$ cat config.mk
export PLATFORM = sky130hd
export DESIGN_NAME = adc_antenna_diversity_cca
export DESIGN_NICKNAME = d
export VERILOG_FILES = /design/src/hdl/adc_pkg.sv /design/src/hdl/adc_strength_hold.sv /design/src/hdl/adc_antenna_diversity_cca.sv
export SDC_FILE = /design/constraint.sdc
export NUM_CORES = 1
export LEC_CHECK = 0
export BUFFER_PORTS_ARGS = -buffer_cell sky130_fd_sc_hd__buf_2
export CAP_MARGIN = 20
export CORE_MARGIN = 2
export CORE_UTILIZATION = 50
export DETAILED_ROUTE_END_ITERATION = 8
export PLACE_DENSITY = 0.83
export SYNTH_ARGS = -nofsm -noshare
export SYNTH_HDL_FRONTEND = slang
export SYNTH_SLANG_ARGS = --single-unit
$ cat constraint.sdc
create_clock -name i_clk -period 2.4 [get_ports i_clk]
set_input_delay 0.12 -clock i_clk [delete_from_list [all_inputs] [get_ports i_clk]]
set_output_delay 0.12 -clock i_clk [all_outputs]
set_load 0.02 [all_outputs]
$ cat src/hdl/adc_pkg.sv
// package: register map, field layout and timing constants for antenna diversity / cca
package adc_pkg;
  // register word indices (byte address is index * 4, since some offsets are not word multiples)
  localparam logic [7:0] ADC_IDX_INT_STATUS_TWO  = 8'h04;
  localparam logic [7:0] ADC_IDX_INT_ENABLE_TWO  = 8'h06;
  localparam logic [7:0] ADC_IDX_OP_FUNC_CTRL_TWO = 8'h08;
  localparam logic [7:0] ADC_IDX_PIN_CFG_ZERO    = 8'h0B;
  localparam logic [7:0] ADC_IDX_PIN_CFG_ONE     = 8'h0C;
  localparam logic [7:0] ADC_IDX_PIN_CFG_TWO     = 8'h0D;
  localparam logic [7:0] ADC_IDX_STRENGTH        = 8'h26;
  localparam logic [7:0] ADC_IDX_THRESHOLD       = 8'h27;
  localparam int         ADC_ADDR_W              = 10;
  // reset values
  localparam logic [7:0] ADC_RST_OP_FUNC_CTRL_TWO = 8'h00;
  localparam logic [7:0] ADC_RST_THRESHOLD        = 8'h00;
  localparam logic [7:0] ADC_RST_INT_ENABLE_TWO   = 8'h00;
  localparam logic [7:0] ADC_RST_PIN_CFG          = 8'h00;
  // field positions
  localparam int ADC_MODE_LSB      = 5;
  localparam int ADC_STRENGTH_BIT  = 4;
  localparam int ADC_PIN_FUNC_W    = 5;
  localparam logic [3:0] ADC_PIN_FUNC_CCA     = 4'hE;
  localparam logic [4:0] ADC_PIN_FUNC_ANT_ONE = 5'h17;
  localparam logic [4:0] ADC_PIN_FUNC_ANT_TWO = 5'h18;
  // timing
  localparam int ADC_CLK_MHZ       = 100;
  localparam int ADC_REFRESH_BITS  = 4;
  localparam int ADC_DWELL_NS      = 8000;
  localparam int ADC_DWELL_CYC     = (ADC_DWELL_NS * ADC_CLK_MHZ) / 1000;
  localparam int ADC_BEACON_NS     = 4000;
  localparam int ADC_BEACON_CYC    = (ADC_BEACON_NS * ADC_CLK_MHZ) / 1000;
  typedef enum logic [2:0] {
    ADC_ST_IDLE    = 3'b000,
    ADC_ST_MEAS_A  = 3'b001,
    ADC_ST_MEAS_B  = 3'b010,
    ADC_ST_HOLD    = 3'b011
  } adc_state_e;
endpackage

$ cat src/hdl/adc_strength_hold.sv
// file: strength sample register refreshed on a periodic enable
`timescale 1ns/1ns
module adc_strength_hold
  import adc_pkg::*;
#(
  parameter int WIDTH = 8
) (
  input  wire logic             i_clk,
  input  wire logic             i_rst_n,
  input  wire logic             i_load,
  input  wire logic [WIDTH-1:0] i_data,
  output logic      [WIDTH-1:0] o_data
);
  always_ff @(posedge i_clk or negedge i_rst_n) begin
    if (!i_rst_n) begin
      o_data <= '0;
    end else if (i_load) begin
      o_data <= i_data;
    end
  end
endmodule

$ cat src/hdl/adc_antenna_diversity_cca.sv
// file: antenna diversity switch control, signal strength and clear channel assessment
//
// The Avalon-MM register port was left to the implementer.
`timescale 1ns/1ns
// Notes on behaviour
// [RL1] entering receive in algorithm mode restarts comparison
// [RL2] evaluation happens during the preamble
// [RL3] stronger antenna held for rest of packet
// [RL4] chosen antenna reused for next transmit
// [RL5] mode is three top bits of 08h
// [RL6] fixed modes drive table levels
// [RL7] modes 100/101 toggle until packet arrives
// [RL8] modes 110/111 beacon variant, synchronous arrival
// [RL9] sender uses eight byte preamble
// [RL10] beacon sender uses four byte preamble
// [RL11] strength is unsigned, half dB steps
// [RL12] strength register 26h, read only
// [RL13] strength refreshed every four bit periods
// [RL14] host polls carefully or uses threshold
// [RL15] threshold register 27h resets to zero
// [RL16] above threshold sets flag in 04h
// [RL17] pin function 1110 outputs threshold status
// [RL18] dedicated pin copies antenna two output
// [RL19] enabled events pull interrupt low
// [RL20] status read clears flag and interrupt
module adc_antenna_diversity_cca
  import adc_pkg::*;
#(
  parameter int NUM_PINS   = 3,
  parameter int DWELL_CYC  = ADC_DWELL_CYC,
  parameter int BEACON_CYC = ADC_BEACON_CYC
) (
  input  wire logic                  i_clk,
  input  wire logic                  i_rst_n,
  // avalon-mm slave
  input  wire logic [ADC_ADDR_W-1:0] i_avs_address,
  input  wire logic                  i_avs_read,
  input  wire logic                  i_avs_write,
  input  wire logic [31:0]           i_avs_writedata,
  input  wire logic [3:0]            i_avs_byteenable,
  output logic      [31:0]           o_avs_readdata,
  output logic                       o_avs_waitrequest,
  output logic      [1:0]            o_avs_response,
  // radio side
  input  wire logic                  i_rx_state,
  input  wire logic                  i_tx_state,
  input  wire logic                  i_preamble_detect,
  input  wire logic                  i_packet_end,
  input  wire logic [7:0]            i_strength_level,
  input  wire logic                  i_bit_tick,
  // switch and pins
  output logic                       o_antenna_one_switch_out,
  output logic                       o_antenna_two_switch_out,
  output logic                       o_antenna_pin,
  output logic      [NUM_PINS-1:0]   o_radio_pin_x,
  output logic                       o_radio_interrupt_out_n
);
  // ==========================================================
  // registers and state
  // ==========================================================
  logic [7:0]                  op_ctrl_reg;
  logic [7:0]                  threshold_reg;
  logic [7:0]                  int_enable_reg;
  logic [ADC_PIN_FUNC_W-1:0]   pin_func_reg [NUM_PINS];
  logic                        strength_flag_reg;
  logic                        cca_status_reg;
  logic                        ant_sel_reg;
  logic                        ant_try_reg;
  logic [7:0]                  best_level_reg;
  logic [15:0]                 dwell_cnt_reg;
  logic [1:0]                  bit_cnt_reg;
  logic                        rx_prev_reg;
  logic                        ack_reg;
  logic [31:0]                 rdata_reg;
  logic [1:0]                  resp_reg;
  adc_state_e                  state_reg;
  logic [7:0]                  strength_value;
  logic [2:0]                  mode;
  logic                        active;
  logic                        algo_mode;
  logic                        beacon_mode;
  logic                        refresh;
  logic                        rx_start;
  logic [7:0]                  pin_cfg_rd;
  logic                        pin_cfg_hit;
  logic                        status_read;
  logic                        wr_strobe;
  logic [7:0]                  idx;
  logic [15:0]                 dwell_limit;
  logic                        ant_out;

  assign mode        = op_ctrl_reg[ADC_MODE_LSB +: 3]; // RL5
  assign active      = i_rx_state | i_tx_state;
  assign algo_mode   = mode[2];
  assign beacon_mode = mode[2] & mode[1]; // RL8
  assign idx         = i_avs_address[ADC_ADDR_W-1:2];
  assign rx_start    = i_rx_state & ~rx_prev_reg;
  assign dwell_limit = beacon_mode ? 16'(BEACON_CYC) : 16'(DWELL_CYC);

  function automatic logic hit(input logic [7:0] a, input logic [7:0] b);
    hit = (a == b);
  endfunction

  // level both switch outputs take outside receive and transmit
  function automatic logic idle_level(input logic [2:0] m);
    idle_level = m[2] ? m[0] : m[1];
  endfunction

  // ==========================================================
  // strength refresh every four bit periods
  // ==========================================================
  always_ff @(posedge i_clk or negedge i_rst_n) begin
    if (!i_rst_n) begin
      bit_cnt_reg <= 2'h0;
    end else if (i_bit_tick) begin
      bit_cnt_reg <= bit_cnt_reg + 2'h1;
    end
  end
  assign refresh = i_bit_tick && (bit_cnt_reg == 2'(ADC_REFRESH_BITS - 1)); // RL13

  adc_strength_hold #(
    .WIDTH (8)
  ) u_hold (
    .i_clk   (i_clk),
    .i_rst_n (i_rst_n),
    .i_load  (refresh),
    .i_data  (i_strength_level),
    .o_data  (strength_value)
  ); // RL11

  // ==========================================================
  // diversity algorithm
  // ==========================================================
  always_ff @(posedge i_clk or negedge i_rst_n) begin
    if (!i_rst_n) begin
      rx_prev_reg <= 1'b0;
    end else begin
      rx_prev_reg <= i_rx_state;
    end
  end

  always_ff @(posedge i_clk or negedge i_rst_n) begin
    if (!i_rst_n) begin
      state_reg      <= ADC_ST_IDLE;
      ant_try_reg    <= 1'b0;
      ant_sel_reg    <= 1'b0;
      best_level_reg <= 8'h00;
      dwell_cnt_reg  <= 16'h0000;
    end else if (!algo_mode || !i_rx_state) begin
      state_reg     <= ADC_ST_IDLE;
      dwell_cnt_reg <= 16'h0000;
    end else if (rx_start) begin
      state_reg      <= ADC_ST_MEAS_A; // RL1
      ant_try_reg    <= 1'b0;
      best_level_reg <= 8'h00;
      dwell_cnt_reg  <= 16'h0000;
    end else begin
      case (state_reg)
        ADC_ST_MEAS_A, ADC_ST_MEAS_B: begin
          // live level is judged, the switch already sits on the tried antenna
          if (dwell_cnt_reg >= dwell_limit - 16'h0001) begin
            dwell_cnt_reg <= 16'h0000;
            if (i_strength_level > best_level_reg ||
                state_reg == ADC_ST_MEAS_A) begin
              best_level_reg <= i_strength_level;
              ant_sel_reg    <= ant_try_reg; // RL3
            end
            if (i_preamble_detect && state_reg == ADC_ST_MEAS_B) begin
              state_reg <= ADC_ST_HOLD; // RL2
            end else begin
              state_reg   <= (state_reg == ADC_ST_MEAS_A) ? ADC_ST_MEAS_B : ADC_ST_MEAS_A;
              ant_try_reg <= ~ant_try_reg; // RL7
            end
          end else begin
            dwell_cnt_reg <= dwell_cnt_reg + 16'h0001;
          end
        end
        ADC_ST_HOLD: begin
          if (i_packet_end) begin
            state_reg <= ADC_ST_IDLE;
          end
        end
        default: begin
          state_reg <= ADC_ST_IDLE;
        end
      endcase
    end
  end

  // ==========================================================
  // switch outputs
  // ==========================================================
  always_comb begin
    ant_out = 1'b0;
    if (!algo_mode) begin
      ant_out = mode[0]; // RL6
    end else if (i_rx_state && (state_reg == ADC_ST_MEAS_A || state_reg == ADC_ST_MEAS_B)) begin
      ant_out = ~ant_try_reg;
    end else begin
      ant_out = ~ant_sel_reg; // RL4
    end
  end

  always_comb begin
    if (active) begin
      o_antenna_one_switch_out = ant_out;
      o_antenna_two_switch_out = ~ant_out;
    end else begin
      o_antenna_one_switch_out = idle_level(mode); // RL7
      o_antenna_two_switch_out = idle_level(mode); // RL7
    end
  end
  assign o_antenna_pin = o_antenna_two_switch_out; // RL18

  // ==========================================================
  // clear channel assessment
  // status holds the last preamble decision until receive ends
  // ==========================================================
  always_ff @(posedge i_clk or negedge i_rst_n) begin
    if (!i_rst_n) begin
      cca_status_reg <= 1'b0;
    end else if (i_preamble_detect) begin
      cca_status_reg <= (strength_value > threshold_reg); // RL16
    end else if (!i_rx_state) begin
      cca_status_reg <= 1'b0;
    end
  end

  always_ff @(posedge i_clk or negedge i_rst_n) begin
    if (!i_rst_n) begin
      strength_flag_reg <= 1'b0;
    end else if (i_preamble_detect && (strength_value > threshold_reg)) begin
      strength_flag_reg <= 1'b1; // RL16
    end else if (status_read) begin
      strength_flag_reg <= 1'b0; // RL20
    end
  end

  // interrupt follows the flag only while its enable bit is set
  assign o_radio_interrupt_out_n =
    ~(strength_flag_reg & int_enable_reg[ADC_STRENGTH_BIT]); // RL19

  genvar gp;
  generate
    for (gp = 0; gp < NUM_PINS; gp++) begin : g_pin
      always_comb begin
        if (pin_func_reg[gp][3:0] == ADC_PIN_FUNC_CCA && !pin_func_reg[gp][4]) begin
          o_radio_pin_x[gp] = cca_status_reg; // RL17
        end else if (pin_func_reg[gp] == ADC_PIN_FUNC_ANT_ONE) begin
          o_radio_pin_x[gp] = o_antenna_one_switch_out;
        end else if (pin_func_reg[gp] == ADC_PIN_FUNC_ANT_TWO) begin
          o_radio_pin_x[gp] = o_antenna_two_switch_out;
        end else begin
          o_radio_pin_x[gp] = 1'b0;
        end
      end
    end
  endgenerate

  // ==========================================================
  // avalon-mm slave, one wait cycle per access
  // ==========================================================
  assign o_avs_waitrequest = (i_avs_read | i_avs_write) & ~ack_reg;
  assign wr_strobe   = i_avs_write & ack_reg & i_avs_byteenable[0];
  assign status_read = i_avs_read & ack_reg & hit(idx, ADC_IDX_INT_STATUS_TWO); // RL20
  assign o_avs_readdata = rdata_reg;
  assign o_avs_response = resp_reg;

  // pin configuration readback, one word per pin
  always_comb begin
    pin_cfg_rd  = 8'h00;
    pin_cfg_hit = 1'b0;
    for (int p = 0; p < NUM_PINS; p++) begin
      if (hit(idx, ADC_IDX_PIN_CFG_ZERO + 8'(p))) begin
        pin_cfg_rd[ADC_PIN_FUNC_W-1:0] = pin_func_reg[p];
        pin_cfg_hit                    = 1'b1;
      end
    end
  end

  always_ff @(posedge i_clk or negedge i_rst_n) begin
    if (!i_rst_n) begin
      ack_reg <= 1'b0;
    end else begin
      ack_reg <= (i_avs_read | i_avs_write) & ~ack_reg;
    end
  end

  always_ff @(posedge i_clk or negedge i_rst_n) begin
    if (!i_rst_n) begin
      rdata_reg <= 32'h0000_0000;
      resp_reg  <= 2'h0;
    end else if ((i_avs_read | i_avs_write) && !ack_reg) begin
      rdata_reg <= 32'h0000_0000;
      resp_reg  <= 2'h0;
      if (hit(idx, ADC_IDX_OP_FUNC_CTRL_TWO)) begin
        rdata_reg[7:0] <= op_ctrl_reg;
      end else if (hit(idx, ADC_IDX_STRENGTH)) begin
        rdata_reg[7:0] <= strength_value; // RL12
      end else if (hit(idx, ADC_IDX_THRESHOLD)) begin
        rdata_reg[7:0] <= threshold_reg;
      end else if (hit(idx, ADC_IDX_INT_STATUS_TWO)) begin
        rdata_reg[ADC_STRENGTH_BIT] <= strength_flag_reg;
      end else if (hit(idx, ADC_IDX_INT_ENABLE_TWO)) begin
        rdata_reg[7:0] <= int_enable_reg;
      end else if (pin_cfg_hit) begin
        rdata_reg[7:0] <= pin_cfg_rd;
      end else begin
        resp_reg <= 2'h2;
      end
    end
  end

  always_ff @(posedge i_clk or negedge i_rst_n) begin
    if (!i_rst_n) begin
      op_ctrl_reg <= ADC_RST_OP_FUNC_CTRL_TWO; // RL5
    end else if (wr_strobe && hit(idx, ADC_IDX_OP_FUNC_CTRL_TWO)) begin
      op_ctrl_reg <= i_avs_writedata[7:0];
    end
  end

  always_ff @(posedge i_clk or negedge i_rst_n) begin
    if (!i_rst_n) begin
      threshold_reg <= ADC_RST_THRESHOLD; // RL15
    end else if (wr_strobe && hit(idx, ADC_IDX_THRESHOLD)) begin
      threshold_reg <= i_avs_writedata[7:0]; // RL15
    end
  end

  always_ff @(posedge i_clk or negedge i_rst_n) begin
    if (!i_rst_n) begin
      int_enable_reg <= ADC_RST_INT_ENABLE_TWO;
    end else if (wr_strobe && hit(idx, ADC_IDX_INT_ENABLE_TWO)) begin
      int_enable_reg <= i_avs_writedata[7:0];
    end
  end

  generate
    for (gp = 0; gp < NUM_PINS; gp++) begin : g_cfg
      always_ff @(posedge i_clk or negedge i_rst_n) begin
        if (!i_rst_n) begin
          pin_func_reg[gp] <= ADC_RST_PIN_CFG[ADC_PIN_FUNC_W-1:0];
        end else if (wr_strobe && hit(idx, ADC_IDX_PIN_CFG_ZERO + 8'(gp))) begin
          pin_func_reg[gp] <= i_avs_writedata[ADC_PIN_FUNC_W-1:0];
        end
      end
    end
  endgenerate
endmodule

After elaboration in Yosys (flattened, before gate mapping)
Cells that the tools add are included.

Add/sub/neg operators: 3. Bitwise logic cells: 18. $lt $le $gt $ge: 3. Muxes and demuxes: 58. Equal/unequal tests: 25. Reduce and logical (&&, ||, !) cells: 33.

Operators by type and width (count): $mux W16 (4); $mux W8 (8); $eq A8 B4 Y1 const B (4); $eq A5 B5 Y1 const B (6); $mux W1 (26); $mux W5 (4); $add A16 B1 Y16 const B (1); $eq A8 B3 Y1 const B (2); $eq A8 B6 Y1 const B (2); $ge A16 B16 Y1 (1); $gt A8 B8 Y1 (2); $mux W2 (8); $mux W3 (5); $logic_and A1 B1 Y1 (14); $eq A4 B4 Y1 const B (3); $sub A10 B1 Y11 const B (1); $mux W10 (1); $and A1 B1 Y1 (8); $ne A4 B4 Y1 const B (2); $not A1 Y1 (8); $reduce_and A4 Y1 (2); $reduce_bool A2 Y1 (4); $eq A3 B2 Y1 const B (2); $logic_not A1 Y1 (6); 13 further kinds (16).

Word-level logic and storage cells: 159. Bits of input ports: 63. Output and inout port bits: 42. Register bits: 92.

Depth between registers and ports, before layout
Depth after elaboration: 10. Gate-level depth with buffers: 11. Mapped depth without buffers: 9.

Hierarchy
A second synthesis with hierarchy kept.

Cells, all modules: 507. Area total of the unflattened synthesis: 5146.2 sq um.

By module, submodules not included: adc_antenna_diversity_cca (sequential area each 2052.0 sq um, times used 1, cells each 490, area an instance 4814.6 sq um); adc_strength_hold (sequential area each 200.2 sq um, times used 1, cells each 17, area an instance 331.6 sq um).

Least setup slack after synthesis
No wires, ideal clock.

Kind: register to register. Start: register op_ctrl_reg[7]. End: register ant_sel_reg. Setup time: 0.125 ns. Clock period less this slack: 2.490 ns. Arrival time: 2.365 ns. Path buffers: 2. Stages on the path, launching flop included: 12. Required time: 2.275 ns. Path slack: -0.090 ns. Path through: dfrtp_1 buf_2 nand2_1 inv_1 ha_1 nand4_1 a211oi_1 nor3_2 or2_1 buf_6 nor3_4 mux2_4.

Word-level cells in the longest chain between the ends: 5. Elaborated cells on any way between the ends: 8. Those cells by class: add/sub (1); order compare (1); mux (1); bitwise (2); reduce/logical (3).

Ends and longest elaborated chain: start, declared (line adc_antenna_diversity_cca.sv:61) `logic [7:0] op_ctrl_reg;`; start signal, assigned (line adc_antenna_diversity_cca.sv:318) `op_ctrl_reg <= i_avs_writedata[7:0];`; $and A1 B1 Y1 (line adc_antenna_diversity_cca.sv:95) `assign beacon_mode = mode[2] & mode[1];`; $mux W10 (line adc_antenna_diversity_cca.sv:98) `assign dwell_limit = beacon_mode ? 16'(BEACON_CYC) : 16'(DWELL_CYC);`; $sub A10 B1 Y11 (line adc_antenna_diversity_cca.sv:161) `if (dwell_cnt_reg >= dwell_limit - 16'h0001) begin`; $ge A16 B16 Y1 (line adc_antenna_diversity_cca.sv:161); $reduce_and A5 Y1 (no line) *; end signal, assigned (line adc_antenna_diversity_cca.sv:166) `ant_sel_reg <= ant_try_reg;`; end, declared (line adc_antenna_diversity_cca.sv:67) `logic ant_sel_reg;`.

Mark *: on every way between the ends. The rest lies on a longest branch, timed or not. A chain may end at the register's enable or synchronous reset.

Worst setup path in the final report
Start: register state_reg[1]. End: output o_radio_pin_x[2].

Word-level cells in the longest chain between the ends: 10. Elaborated cells on any way between the ends: 12. Those cells by class: eq/ne (2); mux (7); bitwise (1); reduce/logical (2).

Ends and longest elaborated chain: start, declared (line adc_antenna_diversity_cca.sv:76) `adc_state_e state_reg;`; start signal, assigned (line adc_antenna_diversity_cca.sv:171) `state_reg <= (state_reg == ADC_ST_MEAS_A) ? ADC_ST_MEAS_B : ADC_ST_MEAS_A;`; $eq A3 B1 Y1 / $eq A3 B2 Y1 (equally long branches) (line adc_antenna_diversity_cca.sv:197) `end else if (i_rx_state && (state_reg == ADC_ST_MEAS_A || state_reg == ADC_ST_MEAS_B)) begin`; $logic_or A1 B1 Y1 * (line adc_antenna_diversity_cca.sv:197); $logic_and A1 B1 Y1 * (line adc_antenna_diversity_cca.sv:197); $mux W1 * (line adc_antenna_diversity_cca.sv:197); $mux W1 * (line adc_antenna_diversity_cca.sv:195) `if (!algo_mode) begin`; $not A1 Y1 (line adc_antenna_diversity_cca.sv:207) `o_antenna_two_switch_out = ~ant_out;`; $mux W1 (line adc_antenna_diversity_cca.sv:205) `if (active) begin`; $mux W1 (line adc_antenna_diversity_cca.sv:251) `end else if (pin_func_reg[gp] == ADC_PIN_FUNC_ANT_TWO) begin`; $mux W1 * (line adc_antenna_diversity_cca.sv:249) `end else if (pin_func_reg[gp] == ADC_PIN_FUNC_ANT_ONE) begin`; $mux W1 * (line adc_antenna_diversity_cca.sv:247) `if (pin_func_reg[gp][3:0] == ADC_PIN_FUNC_CCA && !pin_func_reg[gp][4]) begin`; end, declared (line adc_antenna_diversity_cca.sv:55) `output logic [NUM_PINS-1:0] o_radio_pin_x,`.

Marks and branches as above.

==> metrics.cfg <==
[finish]
utilization=0.583
area_growth_pct=13.4
diodes=0
multi_input_area_mm2=0.00252
largest_register_ff_count=16
n_fill_cell=828
final-seq-area_mm2=0.00225
nNetsFinal=650
fin_area_mm2=0.00567
post_route_cells_drive_above_1_share=0.257

[global_routing]
grt_usage=0.215
grt_max_degree=52
grt_pass1_vias=3830
grt_pass1_wl_mm=18.8
grt_antenna_before_repair=0
overflow=0

[drt]
met3_length_um=583
drtIter0Drc=243
avgRoutedWirePerCell_um=16.1
drc=0
wl_met2_mm=5.27
first_pass_iters=5
avgViaCountPerCell=5.69
routed_wl_mm=11.3
drtAntennaViolNets=0
top_layer=met4
m1WireLength_mm=5.09
num_vias=3989

[timing]
hold_viol=0
min_period_ps=2320
setup_violations=0
period_share=0.967
fmax_mhz=431
max_slew_margin=0.455
final-max-slew-violation-count=0
fin_worst_skew_ps=14.1
fin_ws_ps=79.1
worst_pin_slew_ps=816
timing.hold.ws_ps=16.5

[critical_path]
crit_type=flop to output pin
required_ps=2280
path_cells=ha_4 > nand2b_4 > mux2i_1 > mux2i_1 > mux2i_1 > buf_4 > a32oi_2 > o21ai_1 > buf_4
cp_top_family=multiplexers
slowest_delay_ps=430
cpMostUsedCell=mux2i_1
cp-start-kind=flop
cp-end-kind=output pin
critPathBufInv=2
arrival_ps=2200
worst-path-max-fanout=4
slowest_stage=dfrtp_1

[yosys]
syn_area_mm2=0.00500
synth_top_area_cell=dfrtp_1
synthCells=496
yosysUniqueCellTypes=59
synth_area_leaders=dfrtp_1, mux2_2, ha_1
ys.flop_type=dfrtp_1
yosys_register_bits=90
synth_top_cell_area_share=0.450
ys_warn_count=0
synthArstFlopShare=1.00
avgSynthCellArea_um2=10.1
ys_seq_area_frac=0.450
synth-edff-count=0

[worst_hold_path]
holdCritPathClass=input pin to flop

[floorplan]
fp.dieW_um=104
io_pins=105
core-area_mm2=0.00973
die_h_um=104
dieArea_mm2=0.0108
initial_utilization=0.514
num_rows=36

[pwr]
peakVddDrop_uv=288
total_leakage_power_uw=0.00279
p_per_area_mw_per_mm2=561
power_uw=3180

[placed_design]
post_dp_cell_area_mm2=0.00537
post-dp-hpwl_mm=8.29
numPortBuffers=50
pre_cts_ws_ps=49.4
gp_congestion=0.864

[clocking]
cts_tree=done
clk-insertion-delay-late_ps=370
cts_buffers=9
clkTransAtPathRegs_ps=90
htreeDepth=3
cts.sinks=90
max-clock-path-buffers=2
cts_root_buffer=clkbuf_8

[flow_run]
drv_cap=0

[outcome]
status=complete, no violations

stage by stage:
| step | instances | TNS, ps |
|---|---|---|
| floorplan | 520 | 0 |
| global placement | 675 | 0 |
| detailed placement | 675 | 0 |
| CTS | 696 | 0 |
| global route | 701 | -11.7 |
| finish | 701 | 0 |
layer usage:
layer  global-route usage  vias up
met5                    0        -
met4                0.108        0
met3               0.0320       30
met2                0.337      166
met1                0.291     1957
li1                     -     1836
cells in the final DEF, fill, tap and decap left out, types with 7 or more instances in the layout:
master / count
nor2b_1: 7
buf_2: 48
nand2_1: 49
mux2_2: 38
buf_4: 23
nor3_1: 8
o21ai_0: 23
xor2_1: 7
clkbuf_8: 9
mux2i_1: 11
inv_1: 27
ha_1: 22
dfrtp_1: 90
and3_1: 15
a21oi_1: 25
conb_1: 25
nand4_1: 10
nor2_1: 33
cell usage after synthesis, types with 2 or more instances:
| cell type | count |
|---|---|
| xnor2_1 | 3 |
| and3_1 | 15 |
| and4_1 | 3 |
| o21ai_0 | 26 |
| a22o_1 | 4 |
| a22o_2 | 5 |
| xor2_1 | 7 |
| nand4_1 | 10 |
| o31ai_1 | 4 |
| nor3_1 | 8 |
| a2bb2oi_1 | 2 |
| nand3_1 | 5 |
| a211oi_1 | 2 |
| nor3_2 | 2 |
| mux2_2 | 38 |
| nor2_1 | 33 |
| nand2b_1 | 4 |
| a2111o_1 | 3 |
| a32oi_1 | 4 |
| o221ai_1 | 3 |
| mux2i_1 | 11 |
| inv_1 | 28 |
| clkbuf_1 | 14 |
| a21o_1 | 4 |
| a21oi_1 | 25 |
| o211ai_1 | 2 |
| nor2b_1 | 7 |
| buf_4 | 26 |
| o21a_1 | 5 |
| a22oi_1 | 3 |
| nor4bb_1 | 2 |
| nand2_1 | 50 |
| ha_1 | 23 |
| dfrtp_1 | 90 |
what timing repair did:
item,4_1_cts,5_1_grt
pin swaps,0,7
hold endpoints to repair,52,0
buffers inserted,1,5
resized for setup,2,9
hold buffers,5,0
setup endpoints to repair,3,12
tightest hold or removal path, delay by kind of cell:
family | cells | cell delay [ps]
simple gates | 1 | 50
buf+inv | 1 | 120
compound gates | 1 | 60
report_power, final:
| part | switching [uW] | internal [uW] | total (uW) |
|---|---|---|---|
| Clock | 543 | 371 | 915 |
| Combinational | 291 | 225 | 517 |
| Sequential | 113 | 1630 | 1750 |
| Total | 948 | 2230 | 3180 |
path summary, 6_finish.rpt:
path,cells after the start,slack [ps],endpoint,from
worst max-delay path,9,80,o_radio_pin_x[2],state_reg[1]$_DFFE_PN0P_
worst min-delay path,3,20,threshold_reg[6]$_DFFE_PN0P_,i_avs_writedata[6]
worst max register to register,7,150,best_level_reg[6]$_DFFE_PN0P_,dwell_cnt_reg[13]$_DFFE_PN0P_
worst min register to register,2,480,o_avs_readdata[6]$_DFFE_PN0P_,o_avs_readdata[6]$_DFFE_PN0P_
max in group asynchronous,3,1380,dwell_cnt_reg[10]$_DFFE_PN0P_,i_rst_n
min in group asynchronous,2,320,u_hold.o_data[2]$_DFFE_PN0P_,i_rst_n
layout make-up:
class	instances	area share
Clock buffer	11	0.0232
Sequential cell	90	0.397
Clock inverter	4	0.00530
Multi-Input combinational cell	359	0.445
Inverter	28	0.0185
Timing Repair Buffer	76	0.0817
Tap cell	133	0.0294
cell families (layout without fill, tap and decap cells):
| family | after synthesis | in the layout | share of synthesized area |
|---|---|---|---|
| buffers and inverters | 71 | 119 | 0.0746 |
| adder cells (fa/ha/maj) | 23 | 23 | 0.0576 |
| other | 1 | 25 | 0.000750 |
| flip-flops | 90 | 90 | 0.450 |
| XOR/XNOR | 10 | 10 | 0.0175 |
| multiplexers | 50 | 50 | 0.111 |
| AO/OA/AOI/OAI | 102 | 102 | 0.139 |
| AND/OR/NAND/NOR | 149 | 149 | 0.149 |
No activity file was read; power rests on OpenSTA's default activity.
